**src/include/rtcd_pkg.sv**
```systemverilog
// Constants shared by the time-of-day and day-count block
package rtcd_pkg;

  // ***************************************************************
  // Register offsets in the special function register space
  // ***************************************************************
  localparam logic [7:0] ADDR_SUBSECONDS = 8'hfa;
  localparam logic [7:0] ADDR_SECONDS = 8'hfb;
  localparam logic [7:0] ADDR_MINUTES = 8'hfc;
  localparam logic [7:0] ADDR_HOURS_WEEKDAY = 8'hfd;
  localparam logic [7:0] ADDR_DAY_COUNT_LOW = 8'hfe;
  localparam logic [7:0] ADDR_DAY_COUNT_HIGH = 8'hff;

  // ***************************************************************
  // Field positions
  // ***************************************************************
  localparam int SECONDS_MSB = 5;
  localparam int MINUTES_MSB = 5;
  localparam int HOURS_MSB = 4;
  localparam int WEEKDAY_LSB = 5;
  localparam int WEEKDAY_MSB = 7;

  // ***************************************************************
  // Count limits
  // ***************************************************************
  localparam logic [7:0] SUBSECONDS_MAX = 8'hff;
  localparam logic [5:0] SECONDS_MAX = 6'h3b;
  localparam logic [5:0] MINUTES_MAX = 6'h3b;
  localparam logic [4:0] HOURS_MAX = 5'h17;
  localparam logic [2:0] WEEKDAY_FIRST = 3'h1;
  localparam logic [2:0] WEEKDAY_LAST = 3'h7;
  localparam logic [2:0] WEEKDAY_OFF = 3'h0;
  localparam logic [7:0] DAY_BYTE_MAX = 8'hff;

  // ***************************************************************
  // Reset values
  // ***************************************************************
  localparam logic [7:0] RST_SUBSECONDS = 8'h00;
  localparam logic [5:0] RST_SECONDS = 6'h00;
  localparam logic [5:0] RST_MINUTES = 6'h00;
  localparam logic [4:0] RST_HOURS = 5'h00;
  localparam logic [2:0] RST_WEEKDAY = 3'h0;
  localparam logic [7:0] RST_DAY_BYTE = 8'h00;
  localparam logic [7:0] RST_READ_DATA = 8'h00;

  // ***************************************************************
  // Timing
  // ***************************************************************
  localparam int unsigned CLK_RATE_HZ = 32'h0773_5940;
  localparam int unsigned SUBSECOND_RATE_HZ = 32'h0000_0100;
  // Longest period that fits, so rounded down
  localparam int unsigned SUBSECOND_TICK_CYCLES = CLK_RATE_HZ / SUBSECOND_RATE_HZ;

endpackage

```
**src/rtcd_tick_divider.sv**
```systemverilog
// Divider that makes the one-cycle subsecond tick enable
`timescale 1ns/1ps
`default_nettype none

module rtcd_tick_divider #(
  parameter int unsigned TICK_CYCLES = rtcd_pkg::SUBSECOND_TICK_CYCLES
) (
  input wire logic ref_clk,
  input wire logic rst_n,
  output logic tick
);

  // ***************************************************************
  // Cycle counter
  // ***************************************************************
  localparam int unsigned LAST = (TICK_CYCLES > 1) ? TICK_CYCLES - 1 : 0;

  logic [31:0] count_ff;
  logic [31:0] nxt_count;
  logic tick_ff;
  logic nxt_tick;

  always_comb begin
    if (count_ff >= LAST) begin
      nxt_count = 32'h0000_0000;
      nxt_tick = 1'b1;
    end else begin
      nxt_count = count_ff + 32'h0000_0001;
      nxt_tick = 1'b0;
    end
  end

  always_ff @(posedge ref_clk or negedge rst_n) begin
    if (!rst_n) begin
      count_ff <= 32'h0000_0000;
      tick_ff <= 1'b0;
    end else begin
      count_ff <= nxt_count;
      tick_ff <= nxt_tick;
    end
  end

  assign tick = tick_ff;

endmodule

`default_nettype wire

```
**src/rtcd_time_counters.sv**
```systemverilog
// Time-of-day, weekday and relative day-count registers with their cascade
`timescale 1ns/1ps
`default_nettype none

// What this block does
// - Seconds in bits 5:0, bits 7:6 zero
// - Seconds count 0 to 59, then wrap
// - Minutes in bits 5:0, count 0 to 59
// - Hours in bits 4:0, count 0 to 23
// - Weekday bits 7:5, 1 to 7, on hour wrap
// - Weekday written zero stays zero, disabled
// - Reads return data only with read enable
// - Writes take effect only with write enable
// - Sixteen-bit day count over two bytes
// - Each day byte counts 0 to FFh
// - High byte rollover clears both bytes
// - No alarm compare on weekday or days
// - Subseconds 0 to FFh, read-only, cleared
module rtcd_time_counters #(
  parameter int unsigned TICK_CYCLES = rtcd_pkg::SUBSECOND_TICK_CYCLES
) (
  input wire logic ref_clk,
  input wire logic rst_n,
  input wire logic clock_read_enable,
  input wire logic clock_write_enable,
  input wire logic [7:0] sfr_addr,
  input wire logic sfr_rd,
  input wire logic sfr_wr,
  input wire logic [7:0] sfr_wdata,
  output logic sfr_sel,
  output logic [7:0] sfr_rdata
);

  // ***************************************************************
  // Timebase
  // ***************************************************************
  logic tick;

  rtcd_tick_divider #(
    .TICK_CYCLES(TICK_CYCLES)
  ) u_tick (
    .ref_clk(ref_clk),
    .rst_n(rst_n),
    .tick(tick)
  );

  // ***************************************************************
  // State
  // ***************************************************************
  logic [7:0] clock_subseconds_ff;
  logic [5:0] clock_seconds_ff;
  logic [5:0] clock_minutes_ff;
  logic [4:0] clock_hours_ff;
  logic [2:0] weekday_field_ff;
  logic [7:0] day_count_low_ff;
  logic [7:0] day_count_high_ff;
  logic write_enable_ff;
  logic [7:0] rdata_ff;

  logic [7:0] nxt_clock_subseconds;
  logic [5:0] nxt_clock_seconds;
  logic [5:0] nxt_clock_minutes;
  logic [4:0] nxt_clock_hours;
  logic [2:0] nxt_weekday_field;
  logic [7:0] nxt_day_count_low;
  logic [7:0] nxt_day_count_high;
  logic [7:0] nxt_rdata;

  // ***************************************************************
  // Address decode
  // ***************************************************************
  logic hit_sub;
  logic hit_sec;
  logic hit_min;
  logic hit_hour;
  logic hit_dlo;
  logic hit_dhi;
  logic wr_ok;

  always_comb begin
    hit_sub = 1'b0;
    hit_sec = 1'b0;
    hit_min = 1'b0;
    hit_hour = 1'b0;
    hit_dlo = 1'b0;
    hit_dhi = 1'b0;
    if (sfr_addr == rtcd_pkg::ADDR_SUBSECONDS) begin
      hit_sub = 1'b1;
    end else if (sfr_addr == rtcd_pkg::ADDR_SECONDS) begin
      hit_sec = 1'b1;
    end else if (sfr_addr == rtcd_pkg::ADDR_MINUTES) begin
      hit_min = 1'b1;
    end else if (sfr_addr == rtcd_pkg::ADDR_HOURS_WEEKDAY) begin
      hit_hour = 1'b1;
    end else if (sfr_addr == rtcd_pkg::ADDR_DAY_COUNT_LOW) begin
      hit_dlo = 1'b1;
    end else if (sfr_addr == rtcd_pkg::ADDR_DAY_COUNT_HIGH) begin
      hit_dhi = 1'b1;
    end
  end

  // Select follows the address alone, ahead of any strobe
  assign sfr_sel = hit_sub | hit_sec | hit_min | hit_hour | hit_dlo | hit_dhi;
  // Writes without the enable bit fall on the floor, silently
  assign wr_ok = sfr_wr & clock_write_enable;

  // ***************************************************************
  // Carry chain
  // ***************************************************************
  // Compares are on equality, so an out-of-range value written by
  // software runs on to the field's binary overflow before it wraps.
  logic sub_wrap;
  logic sec_wrap;
  logic min_wrap;
  logic hour_wrap;
  logic dlo_wrap;
  logic dhi_wrap;
  logic we_falling;

  always_comb begin
    sub_wrap = tick && (clock_subseconds_ff == rtcd_pkg::SUBSECONDS_MAX);
    sec_wrap = sub_wrap && (clock_seconds_ff == rtcd_pkg::SECONDS_MAX);
    min_wrap = sec_wrap && (clock_minutes_ff == rtcd_pkg::MINUTES_MAX);
    hour_wrap = min_wrap && (clock_hours_ff == rtcd_pkg::HOURS_MAX);
    dlo_wrap = hour_wrap && (day_count_low_ff == rtcd_pkg::DAY_BYTE_MAX);
    dhi_wrap = dlo_wrap && (day_count_high_ff == rtcd_pkg::DAY_BYTE_MAX);
  end

  // ***************************************************************
  // Write-enable edge
  // ***************************************************************
  // Clearing on the fall rather than while low lets the clock run in
  // normal use; holding it clear would stop time whenever writes end.
  logic nxt_write_enable;

  always_comb begin
    nxt_write_enable = clock_write_enable;
    we_falling = write_enable_ff && !clock_write_enable;
  end

  always_ff @(posedge ref_clk or negedge rst_n) begin
    if (!rst_n) begin
      write_enable_ff <= 1'b0;
    end else begin
      write_enable_ff <= nxt_write_enable;
    end
  end

  // ***************************************************************
  // Next values of the time fields
  // ***************************************************************
  // A write to a field wins over its own carry in that cycle; carries
  // out of the old value still reach the fields above it.
  always_comb begin
    nxt_clock_subseconds = clock_subseconds_ff;
    nxt_clock_seconds = clock_seconds_ff;
    nxt_clock_minutes = clock_minutes_ff;
    nxt_clock_hours = clock_hours_ff;
    nxt_weekday_field = weekday_field_ff;

    // Subseconds: counted, or cleared on the write-enable fall; never written
    if (we_falling) begin
      nxt_clock_subseconds = rtcd_pkg::RST_SUBSECONDS;
    end else if (tick) begin
      nxt_clock_subseconds = clock_subseconds_ff + 8'h01;
    end

    // Seconds
    if (wr_ok && hit_sec) begin
      nxt_clock_seconds = sfr_wdata[rtcd_pkg::SECONDS_MSB:0];
    end else if (sec_wrap) begin
      nxt_clock_seconds = rtcd_pkg::RST_SECONDS;
    end else if (sub_wrap) begin
      nxt_clock_seconds = clock_seconds_ff + 6'h01;
    end

    // Minutes
    if (wr_ok && hit_min) begin
      nxt_clock_minutes = sfr_wdata[rtcd_pkg::MINUTES_MSB:0];
    end else if (min_wrap) begin
      nxt_clock_minutes = rtcd_pkg::RST_MINUTES;
    end else if (sec_wrap) begin
      nxt_clock_minutes = clock_minutes_ff + 6'h01;
    end

    // Hours
    if (wr_ok && hit_hour) begin
      nxt_clock_hours = sfr_wdata[rtcd_pkg::HOURS_MSB:0];
    end else if (hour_wrap) begin
      nxt_clock_hours = rtcd_pkg::RST_HOURS;
    end else if (min_wrap) begin
      nxt_clock_hours = clock_hours_ff + 5'h01;
    end

    // Weekday: zero parks the field, so no increment from zero
    if (wr_ok && hit_hour) begin
      nxt_weekday_field = sfr_wdata[rtcd_pkg::WEEKDAY_MSB:rtcd_pkg::WEEKDAY_LSB];
    end else if (hour_wrap) begin
      if (weekday_field_ff == rtcd_pkg::WEEKDAY_OFF) begin
        nxt_weekday_field = rtcd_pkg::WEEKDAY_OFF;
      end else if (weekday_field_ff == rtcd_pkg::WEEKDAY_LAST) begin
        nxt_weekday_field = rtcd_pkg::WEEKDAY_FIRST;
      end else begin
        nxt_weekday_field = weekday_field_ff + 3'h1;
      end
    end
  end

  // ***************************************************************
  // Next values of the day count
  // ***************************************************************
  // Relative count only; nothing here compares it against an alarm,
  // so weekday and day bytes never raise a match of their own.
  always_comb begin
    nxt_day_count_low = day_count_low_ff;
    nxt_day_count_high = day_count_high_ff;

    if (wr_ok && hit_dlo) begin
      nxt_day_count_low = sfr_wdata;
    end else if (dhi_wrap) begin
      nxt_day_count_low = rtcd_pkg::RST_DAY_BYTE;
    end else if (hour_wrap) begin
      nxt_day_count_low = day_count_low_ff + 8'h01;
    end

    if (wr_ok && hit_dhi) begin
      nxt_day_count_high = sfr_wdata;
    end else if (dhi_wrap) begin
      nxt_day_count_high = rtcd_pkg::RST_DAY_BYTE;
    end else if (dlo_wrap) begin
      nxt_day_count_high = day_count_high_ff + 8'h01;
    end
  end

  // ***************************************************************
  // Read data
  // ***************************************************************
  // Read data is captured on the strobe and held until the next one,
  // so a late sample by the core still sees a stable byte.
  always_comb begin
    nxt_rdata = rdata_ff;
    if (sfr_rd) begin
      nxt_rdata = 8'h00;
      if (clock_read_enable) begin
        if (hit_sub) begin
          nxt_rdata = clock_subseconds_ff;
        end else if (hit_sec) begin
          nxt_rdata = {2'b00, clock_seconds_ff};
        end else if (hit_min) begin
          nxt_rdata = {2'b00, clock_minutes_ff};
        end else if (hit_hour) begin
          nxt_rdata = {weekday_field_ff, clock_hours_ff};
        end else if (hit_dlo) begin
          nxt_rdata = day_count_low_ff;
        end else if (hit_dhi) begin
          nxt_rdata = day_count_high_ff;
        end
      end
    end
  end

  // ***************************************************************
  // Registers
  // ***************************************************************
  always_ff @(posedge ref_clk or negedge rst_n) begin
    if (!rst_n) begin
      clock_subseconds_ff <= rtcd_pkg::RST_SUBSECONDS;
      clock_seconds_ff <= rtcd_pkg::RST_SECONDS;
      clock_minutes_ff <= rtcd_pkg::RST_MINUTES;
      clock_hours_ff <= rtcd_pkg::RST_HOURS;
      weekday_field_ff <= rtcd_pkg::RST_WEEKDAY;
    end else begin
      clock_subseconds_ff <= nxt_clock_subseconds;
      clock_seconds_ff <= nxt_clock_seconds;
      clock_minutes_ff <= nxt_clock_minutes;
      clock_hours_ff <= nxt_clock_hours;
      weekday_field_ff <= nxt_weekday_field;
    end
  end

  always_ff @(posedge ref_clk or negedge rst_n) begin
    if (!rst_n) begin
      day_count_low_ff <= rtcd_pkg::RST_DAY_BYTE;
      day_count_high_ff <= rtcd_pkg::RST_DAY_BYTE;
    end else begin
      day_count_low_ff <= nxt_day_count_low;
      day_count_high_ff <= nxt_day_count_high;
    end
  end

  always_ff @(posedge ref_clk or negedge rst_n) begin
    if (!rst_n) begin
      rdata_ff <= rtcd_pkg::RST_READ_DATA;
    end else begin
      rdata_ff <= nxt_rdata;
    end
  end

  assign sfr_rdata = rdata_ff;

endmodule

`default_nettype wire

```
**config.mk**
```make
export PLATFORM = sky130hd
export DESIGN_NAME = rtcd_time_counters
export DESIGN_NICKNAME = d
export VERILOG_FILES = /design/src/include/rtcd_pkg.sv /design/src/rtcd_tick_divider.sv /design/src/rtcd_time_counters.sv
export SDC_FILE = /design/constraint.sdc
export NUM_CORES = 1
export LEC_CHECK = 0
export BUFFER_PORTS_ARGS = -buffer_cell sky130_fd_sc_hd__buf_2
export CAP_MARGIN = 10
export CORE_MARGIN = 2
export CORE_UTILIZATION = 36
export CTS_CLUSTER_DIAMETER = 150
export CTS_CLUSTER_SIZE = 24
export DETAILED_ROUTE_END_ITERATION = 6
export GPL_TIMING_DRIVEN = 0
export SYNTH_ARGS = -nofsm -noshare
export SYNTH_HDL_FRONTEND = slang
export SYNTH_SLANG_ARGS = --single-unit
```
**constraint.sdc**
```tcl
create_clock -name ref_clk -period 2.27 [get_ports ref_clk]
set_input_delay 0.3405 -clock ref_clk [delete_from_list [all_inputs] [get_ports ref_clk]]
set_output_delay 0.3405 -clock ref_clk [all_outputs]
set_load 0.01 [all_outputs]
```
==> summary.md, run 1 <==
| Metric | Value |
|---|---|
| Fillcell total | `1246` |
| Dpl cell area | `roughly 5100 um^2` |
| WP data arrival | `between 2000 and 2500 ps` |
| Syn. warnings | `0` |
| Post-DRT Antenna Nets | `0` |
| Synth Register Bits | `86` |
| CTS Sinks | `86` |
| Design Area, Final | `approximately 5600 um^2` |
| Tcrit/Tclk final | `0.956` |
| Layout area overhead | `19.1%` |
| P_leak | `between 2 and 2.5 nW` |
| IO Port Bufs | `29` |
| Post-synth EDFFs | `0` |
| Peak VDD IR | `approximately 360 uV` |
| Worst path cell trace | `ha_2 > nand4_1 > nor4_4 > buf_4 > nand3_2 > buf_6 > or4_1 > a31oi_2` |
| Register area share after synthesis | `0.460` |
| Share of the synthesized area in the top cell type | `0.460` |
| Final-stage net count | `~610` |
| Final cell count without fillers | `754` |
| Worst slew pin tran | `544 ps` |
| Maximum net fanout on the critical path | `10` |
| Min-Delay Endpoint | `write_enable_ff` |
| PwrDens | `673 nW/um^2` |
| Die area | `13900 um^2` |
| Gpl congestion | `slightly below 0.9` |
| Maxcap violations | `0` |
| Largest stage delay, worst path | `approximately 400 ps` |
| Die Span Y | `approximately 120 um` |
| Main synth FF type | `dfrtp_1` |
| Die X | `roughly 120 um` |
| Syn avg cell area | `9.06 um^2` |
| Final Max Tran Viols | `0` |
| CTS tree | `yes` |
| Run status | `finished clean` |
| Clock buffer depth | `2` |
| Post-synth top area cell | `dfrtp_1` |
| H-Tree Depth | `3` |
| Critical path class | `reg2reg` |
| Core ar. | `about 13000 um^2` |
| Final setup fails | `0` |
| Ys async rst share | `1.00` |
| Initial antenna violation count | `0` |
| Crit path launch type | `flop` |
| Worst r2r path cells | `8` |
| Clk_lat worst skew | `~350 ps` |
| Via/cell ratio | `around 5.3` |
| Mapped Area | `about 4700 um^2` |
| CP Capture Type | `flop` |
| Worst r2r src | `clock_subseconds_ff[0]` |
| Synth top area cells | `dfrtp_1, nor2_1, a21oi_1, o21ai_0, mux2i_1` |
| Commonest non-fill, non-tap cell in the layout | `dfrtp_1` |
| # placed instances | `730` |
| Post-DP HPWL | `8.55 mm` |
| Number of global-route vias before repair | `around 3900` |
| Worst path required time | `about 2500 ps` |
| Total congestion overflow | `0` |
| Hold path start | `clock_write_enable` |
| Syn Inst Count | `516` |
| Initial Util | `0.369` |
| Relative slew slack | `0.635` |
| FMAX | `461 MHz` |
| Num CTS Buffers | `9` |
| Final Critical Period | `between 2000 and 2500 ps` |
| Worst hold path depth | `1` |
| Initial DRC count | `slightly above 400` |
| Antenna diode count | `0` |
| Setup_tns | `0 ps` |
| Skew final | `10.1 ps` |
| Final routed DRC violation total | `0` |
| Internal reg-to-reg setup slack | `just over 100 ps` |
| Root Driver | `clkbuf_16` |
| I/O Pins | `31` |
| Clock-pin slew on the worst setup and hold paths | `around 60 ps` |
| Reg-to-Reg End | `day_count_high_ff[6]` |
| Std cell rows | `slightly above 40` |
| Largest net degree at the start of global routing | `between 60 and 70` |
| Commonest cells after routing, fill and taps aside | `dfrtp_1, nor2_1, a21oi_1` |
| Average wire per standard cell | `15.9 um` |
| Vias post-DR | `4031` |
| Synth unique cells | `52` |
| Slowest CP cell | `or4_1` |
| Hold Crit Class | `in2reg` |
| Final Hold Fails | `0` |
| Share of layout cells above drive strength 1 | `0.129` |
| First-pass DRT Iterations | `4` |
| DRT Wirelength | `12.0 mm` |
| GRT Total Usage | `0.180` |
| First-pass GRT wire length | `19.7 mm` |
[power by group]
group / internal, mW / switching, mW / leakage (nW)
clock: 1.11 / 0.635 / 0.170
sequential: 1.59 / 0.0696 / 0.995
combinational: 0.140 / 0.205 / 1.21
[kinds of logic (layout without fill, tap and decap cells)]
| family | after synthesis | count (layout) | synth area share |
|---|---|---|---|
| AOI/OAI and AO/OA | 116 | 116 | 0.152 |
| xor gates and xnor gates | 27 | 27 | 0.0506 |
| adders and majority gates | 11 | 11 | 0.0294 |
| buffers and inverters | 41 | 95 | 0.0335 |
| DFF | 86 | 86 | 0.460 |
| muxes | 17 | 17 | 0.0372 |
| other | 1 | 13 | 0.000802 |
| and+or+nand+nor | 217 | 217 | 0.237 |
[critical path, delay by kind of cell (launching register included)]
family                   cells  cell delay (ps)
flip-flops                   1              390
adder cells (fa/ha/maj)      1              200
buffers and inverters        2              330
AND/OR/NAND/NOR              4              980
AO/OA/AOI/OAI                1              200
[area by class of cell]
class | instances | area [um^2] | area share
clock inverters | 5 | 106 | 0.0191
well taps | 172 | 215 | 0.0387
clock buffers | 10 | 239 | 0.0429
plain buffers | 18 | 78.8 | 0.0142
repair buffers | 40 | 253 | 0.0454
multi-input cells | 401 | 2440 | 0.438
inverters | 22 | 82.6 | 0.0148
flip-flops and latches | 86 | 2160 | 0.387
[what timing repair did]
| item | in CTS | in global routing |
|---|---|---|
| pin swaps | 2 | 2 |
| gates resized for setup | 1 | 17 |
| endpoints found under the setup margin | 29 | 21 |
| endpoints found under the hold margin | 22 | 0 |
| hold buffers | 1 | 0 |
| setup buffers | 4 | 5 |
[routing by layer]
metal / vias up / GRT usage / routed length (um)
met5: - / 0 / 0
li1: 1970 / - / -
met4: 0 / 0.0828 / 261
met1: 1955 / 0.231 / 5430
met2: 87 / 0.295 / 5780
met3: 19 / 0.0339 / 537
[stage by stage]
stage | power (mW) | util | hold WS [ps] | setup WS, ps
5_1_grt | 3.89 | 0.439 | 124 | -8.75
6_report | 3.75 | 0.439 | 129 | 101
4_1_cts | 3.74 | 0.433 | 124 | 12.8
2_1_floorplan | 1.86 | - | 44.9 | 210
3_3_place_gp | 1.98 | 0.401 | 485 | -264
3_5_place_dp | 2.00 | 0.403 | 268 | -291
[worst max-delay path by stage]
stage	startpoint	to	slack, ps	depth (start not counted)
3_5_place_dp	clock_subseconds_ff[0]	clock_minutes_ff[3]	-290	7
5_1_grt	clock_subseconds_ff[0]	day_count_high_ff[6]	-9	8
6_report	clock_subseconds_ff[0]	day_count_high_ff[6]	100	8
2_1_floorplan	day_count_low_ff[0]	day_count_high_ff[6]	210	8
4_1_cts	clock_seconds_ff[0]	clock_minutes_ff[4]	10	8
3_3_place_gp	clock_subseconds_ff[0]	clock_minutes_ff[5]	-260	7
[synth_stat cells, types with 2 or more instances]
cell type  instances
a21oi_1           34
nand2_1           32
o31a_1             2
dfrtp_1           86
a221oi_1           7
nor2_1            75
nor3_1            12
nand4_1           16
a22oi_1            2
a21o_1             2
nand3_1           26
nor4_4             2
or3_1              5
and2_1             2
xnor2_1           14
o22a_1             2
xor2_1            13
o211ai_1           2
ha_1              11
mux2i_1           14
or4_1              3
o22ai_1            6
a21boi_0           3
mux2_2             3
inv_1             21
a31oi_1           12
o21ai_0           33
and3_1            15
nor2b_1            9
buf_2              2
clkbuf_1          17
nor4_1             2
a22o_1             2
and4_1             5
nand2b_1           7
[sequential cells by signal, indices dropped and copies added, names as in the netlist]
name,cells
weekday_field_ff,3
clock_subseconds_ff,8
u_tick.count_ff,32
day_count_high_ff,8
sfr_rdata,8
u_tick.tick,1
clock_seconds_ff,6
clock_hours_ff,5
day_count_low_ff,8
write_enable_ff,1
clock_minutes_ff,6
Power figures use the tool's default switching activity.
==> run 2: changes to the inputs <==
--- a/config.mk
+++ b/config.mk
@@ -8,7 +8,7 @@
 export BUFFER_PORTS_ARGS = -buffer_cell sky130_fd_sc_hd__buf_2
 export CAP_MARGIN = 10
 export CORE_MARGIN = 2
-export CORE_UTILIZATION = 36
+export CORE_UTILIZATION = 45
 export CTS_CLUSTER_DIAMETER = 150
 export CTS_CLUSTER_SIZE = 24
 export DETAILED_ROUTE_END_ITERATION = 6
==> constraint.sdc (replaced) <==
create_clock -name ref_clk -period 2.79 [get_ports ref_clk]
set_input_delay 0.4185 -clock ref_clk [delete_from_list [all_inputs] [get_ports ref_clk]]
set_output_delay 0.4185 -clock ref_clk [all_outputs]
set_load 0.01 [all_outputs]
==> run 2 against run 1 <==
Against the previous run: first-iteration DRC count shrank 36%; worst hold slack improved by 77 ps; combinational power is 27% lower; register-to-register slack gained 140 ps; sequential share of layout area up 2.0 points; clock power down 44%; flip-flop and latch count unchanged; critical path type unchanged; highest routed layer unchanged.
==> summary.md, run 2 (synthesized netlist as in run 1, its figures left out) <==
| Metric | Value |
|---|---|
| Max reg flops | `32` |
| Clock-pin slew on the worst setup and hold paths | `about 90 ps` |
| Worst path cell trace | `ha_1 > nand4_1 > nor4_4 > clkbuf_1 > o21ai_0 > a21boi_0 > a21oi_1` |
| Skew final | `between 10 and 15 ps` |
| M2 GR Usage | `0.353` |
| Design Area, Final | `~5300 um^2` |
| Commonest non-fill, non-tap cell in the layout | `dfrtp_1` |
| Met1 Use GR | `0.307` |
| IO Port Bufs | `29` |
| Final Hold Fails | `0` |
| CP Capture Type | `flop` |
| Std cell rows | `37` |
| Worst Path Buf+Inv | `1` |
| Clock buffer depth | `2` |
| Die X | `106 um` |
| Final Max Tran Viols | `0` |
| FMAX | `approximately 400 MHz` |
| Final routed DRC violation total | `0` |
| H-Tree Depth | `3` |
| Hold Crit Class | `in2reg` |
| Post-DP HPWL | `8.55 mm` |
| Pwr Total | `2.57 mW` |
| Die area | `roughly 11000 um^2` |
| Internal reg-to-reg setup slack | `between 200 and 250 ps` |
| Maxcap violations | `0` |
| Antenna diode count | `0` |
| Final-stage net count | `about 600` |
| Average wire per standard cell | `about 16 um` |
| Largest Register | `u_tick.count_ff` |
| Root Driver | `clkbuf_8` |
| Initial Util | `0.459` |
| Tcrit/Tclk final | `0.914` |
| Post-CTS resize count | `0` |
| Worst path required time | `3020 ps` |
| I/O Pins | `31` |
| Layout area overhead | `13.1%` |
| Worst slew pin tran | `927 ps` |
| Final Worst Setup Slack | `241 ps` |
| Die Span Y | `about 110 um` |
| Number of global-route vias before repair | `between 3000 and 4000` |
| Critical path class | `reg2reg` |
| Relative slew slack | `0.377` |
| Routing usage on met3 | `0.0325` |
| P_leak | `2.26 nW` |
| Clk_lat worst skew | `~360 ps` |
| Largest stage delay, worst path | `between 500 and 600 ps` |
| Commonest cells after routing, fill and taps aside | `dfrtp_1, nor2_1, a21oi_1` |
| Initial antenna violation count | `0` |
| Vias post-DR | `between 3000 and 4000` |
| Post-DRT Antenna Nets | `0` |
| Via/cell ratio | `between 5 and 6` |
| First-pass GRT wire length | `19.7 mm` |
| Dpl cell area | `5060 um^2` |
| CTS Sinks | `between 80 and 90` |
| Final Critical Period | `approximately 2500 ps` |
| Share of layout cells above drive strength 1 | `0.0922` |
| Run status | `finished clean` |
| GRT Total Usage | `0.223` |
| Gpl congestion | `just over 0.9` |
| CTS tree | `yes` |
| DRT Wirelength | `11.7 mm` |
| Num CTS Buffers | `9` |
| Setup_tns | `0 ps` |
| Placement Setup Slack | `approximately 180 ps` |
| Crit path launch type | `flop` |
| Maximum net fanout on the critical path | `10` |
| Final setup fails | `0` |
| RSZ-0062 raised after global routing | `no` |
| Slowest CP cell | `nor4_4` |
| PwrDens | `487 nW/um^2` |
| First-pass DRT Iterations | `4` |
| Peak VDD IR | `~230 uV` |
| Crit path max-delay family | `simple AND/OR/NAND/NOR gates` |
| Largest net degree at the start of global routing | `61` |
| Total congestion overflow | `0` |
| Grt peak-use layer | `met2` |
| Initial DRC count | `~260` |
| Core ar. | `around 10000 um^2` |
| WP data arrival | `approximately 2800 ps` |
==> run 2: final cells by class <==
cell class                      count  area (um^2)
Tap cell                          136          170
Multi-Input combinational cell    401         2410
Clock buffer                       11          131
Clock inverter                      5         82.6
Sequential cell                    86         2150
Timing Repair Buffer               31          185
Buffer                             19         73.8
Inverter                           22         82.6
Fill cell                         981         4900
==> run 2: routing by layer <==
layer	routed length, um	share of wire
met1	5430	0.47
met2	5430	0.47
met3	545	0.047
met4	262	0.022
met5	0	0
==> run 2: path summary, 6_finish.rpt <==
kind                                     start                  end  depth (start not counted)
setup / recovery           clock_seconds_ff[0]  clock_minutes_ff[3]                          7
hold / removal              clock_write_enable      write_enable_ff                          1
setup reg to reg           clock_seconds_ff[0]  clock_minutes_ff[3]                          7
hold reg to reg                   sfr_rdata[0]         sfr_rdata[0]                          2
max in group asynchronous                rst_n  day_count_low_ff[5]                          3
min in group asynchronous                rst_n    clock_hours_ff[3]                          2
==> run 2: where the power goes <==
group | total (mW) | leakage [nW] | switching, mW | internal, mW
Sequential | 1.35 | 0.996 | 0.0572 | 1.29
Combinational | 0.253 | 1.15 | 0.158 | 0.0953
Clock | 0.971 | 0.108 | 0.462 | 0.509
==> run 2: stage by stage <==
stage / hold slack, ps / cells / util
floorplan: 123 / 528 / -
global placement: 490 / 693 / 0.494
detailed placement: 363 / 694 / 0.497
CTS: 185 / 711 / 0.519
global route: 191 / 711 / 0.519
finish: 205 / 711 / 0.519
==> run 2: worst register-to-register path, delay by kind of cell, from the launching register on <==
| family | cells | cell delay, ps |
|---|---|---|
| buf+inv | 1 | 540 |
| simple gates | 2 | 710 |
| flops | 1 | 440 |
| fa+ha+maj | 1 | 220 |
| compound gates | 3 | 510 |
==> run 2: what timing repair did <==
| action | in CTS | in global routing |
|---|---|---|
| endpoints found under the hold margin | 26 | 0 |
| buffers inserted | 0 | 0 |
| hold buffers | 1 | 0 |
| endpoints found under the setup margin | 0 | 5 |
==> run 3: changes to the inputs <==
--- a/config.mk
+++ b/config.mk
@@ -8,7 +8,7 @@
 export BUFFER_PORTS_ARGS = -buffer_cell sky130_fd_sc_hd__buf_2
 export CAP_MARGIN = 10
 export CORE_MARGIN = 2
-export CORE_UTILIZATION = 45
+export CORE_UTILIZATION = 30
 export CTS_CLUSTER_DIAMETER = 150
 export CTS_CLUSTER_SIZE = 24
 export DETAILED_ROUTE_END_ITERATION = 6
==> run 3 against run 2 <==
Against the previous run: sequential share of layout area decreased by 1.0 points; utilization decreased by 16 points; cell area increased by 2.5%; combinational power about the same; wire length increased by 1.2%; clock-buffer cell count unchanged; fmax decreased by 0.56%; final cell count increased by 7.2%; worst setup slack got worse by 14 ps; non-clock buffer count unchanged; critical path type unchanged; largest cell class unchanged; highest routed layer is now met5.
==> summary.md, run 3 (synthesized netlist as in run 1, its figures left out) <==
| Metric | Value |
|---|---|
| Run status | `finished clean` |
| Vias post-DR | `~4000` |
| Area of the multi-input gates | `between 2000 and 2500 um^2` |
| DRT Wirelength | `11.8 mm` |
| Crit path launch type | `flop` |
| Std cell rows | `45` |
| Layout area overhead | `16.0%` |
| Hold Crit Class | `in2reg` |
| Critical path class | `reg2reg` |
| Post-DRT Antenna Nets | `0` |
| Commonest non-fill, non-tap cell in the layout | `dfrtp_1` |
| Initial DRC count | `274` |
| Total congestion overflow | `0` |
| Core ar. | `15200 um^2` |
| FMAX | `about 400 MHz` |
| Final Worst Setup Slack | `between 200 and 250 ps` |
| CTS tree | `yes` |
| Number of global-route vias before repair | `3926` |
| Max reg flops | `32` |
| Final-stage net count | `approximately 600` |
| Maxcap violations | `0` |
| H-Tree Depth | `3` |
| Placement Setup Slack | `between 200 and 250 ps` |
| Largest net degree at the start of global routing | `67` |
| Gpl congestion | `0.890` |
| Tcrit/Tclk final | `0.919` |
| Maximum net fanout on the critical path | `10` |
| Die X | `between 100 and 150 um` |
| Share of layout cells above drive strength 1 | `0.0923` |
| CTS Sinks | `86` |
| Worst slew pin tran | `916 ps` |
| CP Capture Type | `flop` |
| Dpl cell area | `just over 5000 um^2` |
| Largest stage delay, worst path | `between 600 and 700 ps` |
| Commonest cells after routing, fill and taps aside | `dfrtp_1, nor2_1, a21oi_1` |
| Post-DP HPWL | `between 8 and 9 mm` |
| Fillcell total | `about 1500` |
| Clock buffer depth | `2` |
| Skew final | `6.21 ps` |
| Die Span Y | `around 130 um` |
| I/O Pins | `31` |
| PwrDens | `about 510 nW/um^2` |
| Pwr Total | `2.78 mW` |
| Clock-pin slew on the worst setup and hold paths | `roughly 60 ps` |
| Final setup fails | `0` |
| Final Max Tran Viols | `0` |
| Average wire per standard cell | `15.5 um` |
| Peak VDD IR | `around 290 uV` |
| WP data arrival | `about 2800 ps` |
| First-pass GRT wire length | `19.8 mm` |
| Hold WS | `about 220 ps` |
| Setup_tns | `0 ps` |
| GRT Total Usage | `0.153` |
| Comb pwr share | `0.091` |
| Worst path cell trace | `ha_1 > nand4_1 > nor4_4 > clkbuf_1 > o2111ai_1 > a21boi_0 > a21oi_1` |
| Finished Core Util | `0.357` |
| Num CTS Buffers | `9` |
| Root Driver | `clkbuf_16` |
| Final cell count without fillers | `about 760` |
| Via/cell ratio | `~5.3` |
| Initial antenna violation count | `1` |
| Die area | `approximately 17000 um^2` |
| Psw | `between 0.6 and 0.7 mW` |
| Antenna diode count | `0` |
| First-pass DRT Iterations | `4` |
| Switching portion of total power | `0.251` |
| IO Port Bufs | `29` |
| Final routed DRC violation total | `0` |
| Slowest CP cell | `nor4_4` |
| Final Hold Fails | `0` |
| Flip-flop and latch area | `approximately 2200 um^2` |
| Relative slew slack | `0.385` |
| Internal Power | `2.08 mW` |
| Clk_lat worst skew | `340 ps` |
| P_leak | `about 2.3 nW` |
| RSZ-0062 raised after global routing | `no` |
| Worst path required time | `~3000 ps` |
| Largest Register | `u_tick.count_ff` |
| Clk pwr share | `0.421` |
| Final Critical Period | `2560 ps` |
| Initial Util | `0.307` |
| Design Area, Final | `between 5000 and 6000 um^2` |
| # placed instances | `roughly 750` |
| Reg power frac | `0.487` |
run 3: cell count changes in the layout (fill, tap and decap cells not counted):
| cell | before | now |
|---|---|---|
| clkbuf_16 | 0 | 9 |
| bufinv_16 | 2 | 1 |
| clkbuf_2 | 0 | 1 |
| clkbuf_1 | 19 | 18 |
| inv_6 | 1 | 0 |
| clkbuf_8 | 9 | 0 |
| clkinv_2 | 1 | 2 |
run 3: critical path: cells and delay by family, from the launching register on:
kind	cells	cell delay (ps)
AND/OR/NAND/NOR	2	820
adder cells (fa/ha/maj)	1	200
AO/OA/AOI/OAI	3	510
buffers and inverters	1	490
flip-flops	1	410
run 3: final timing paths:
check	from	endpoint	slack (ps)	depth (start not counted)
max reg2reg	clock_subseconds_ff[0]	clock_minutes_ff[4]	230	7
min reg2reg	sfr_rdata[6]	sfr_rdata[6]	510	2
max in group asynchronous	rst_n	clock_hours_ff[1]	1690	3
max	clock_subseconds_ff[0]	clock_minutes_ff[4]	230	7
min in group asynchronous	rst_n	u_tick.count_ff[7]	500	2
min	clock_write_enable	write_enable_ff	220	1
run 3: per-layer routing:
| layer | GRT usage | up-vias | part of all wire |
|---|---|---|---|
| met1 | 0.198 | 1944 | 0.44 |
| li1 | - | 1944 | - |
| met2 | 0.243 | 98 | 0.47 |
| met4 | 0.0652 | 2 | 0.025 |
| met5 | 0 | - | 0.0014 |
| met3 | 0.0395 | 25 | 0.061 |
run 3: cell type report:
| type | count | share of cell area |
|---|---|---|
| Clock buffer | 11 | 0.0429 |
| Multi-Input combinational cell | 401 | 0.445 |
| Inverter | 22 | 0.0152 |
| Tap cell | 188 | 0.0434 |
| Buffer | 19 | 0.0138 |
| Sequential cell | 86 | 0.397 |
| Timing Repair Buffer | 31 | 0.0341 |
| Clock inverter | 4 | 0.00900 |
run 3: timing repair:
action / in CTS / in global routing
hold endpoints to repair: 20 / 0
endpoints found under the setup margin: 0 / 1
hold buffers: 1 / 0
resized for setup: 0 / 2
setup buffers: 0 / 0
run 3: power groups by stage:
stage                     Sequential (mW)  Clock [mW]  Combinational [mW]
after floorplan                      1.36           0               0.153
after global placement               1.37           0               0.241
after detailed placement             1.37           0               0.254
after CTS                            1.35        1.20               0.256
after global routing                 1.36        1.25               0.289
final                                1.35        1.17               0.254
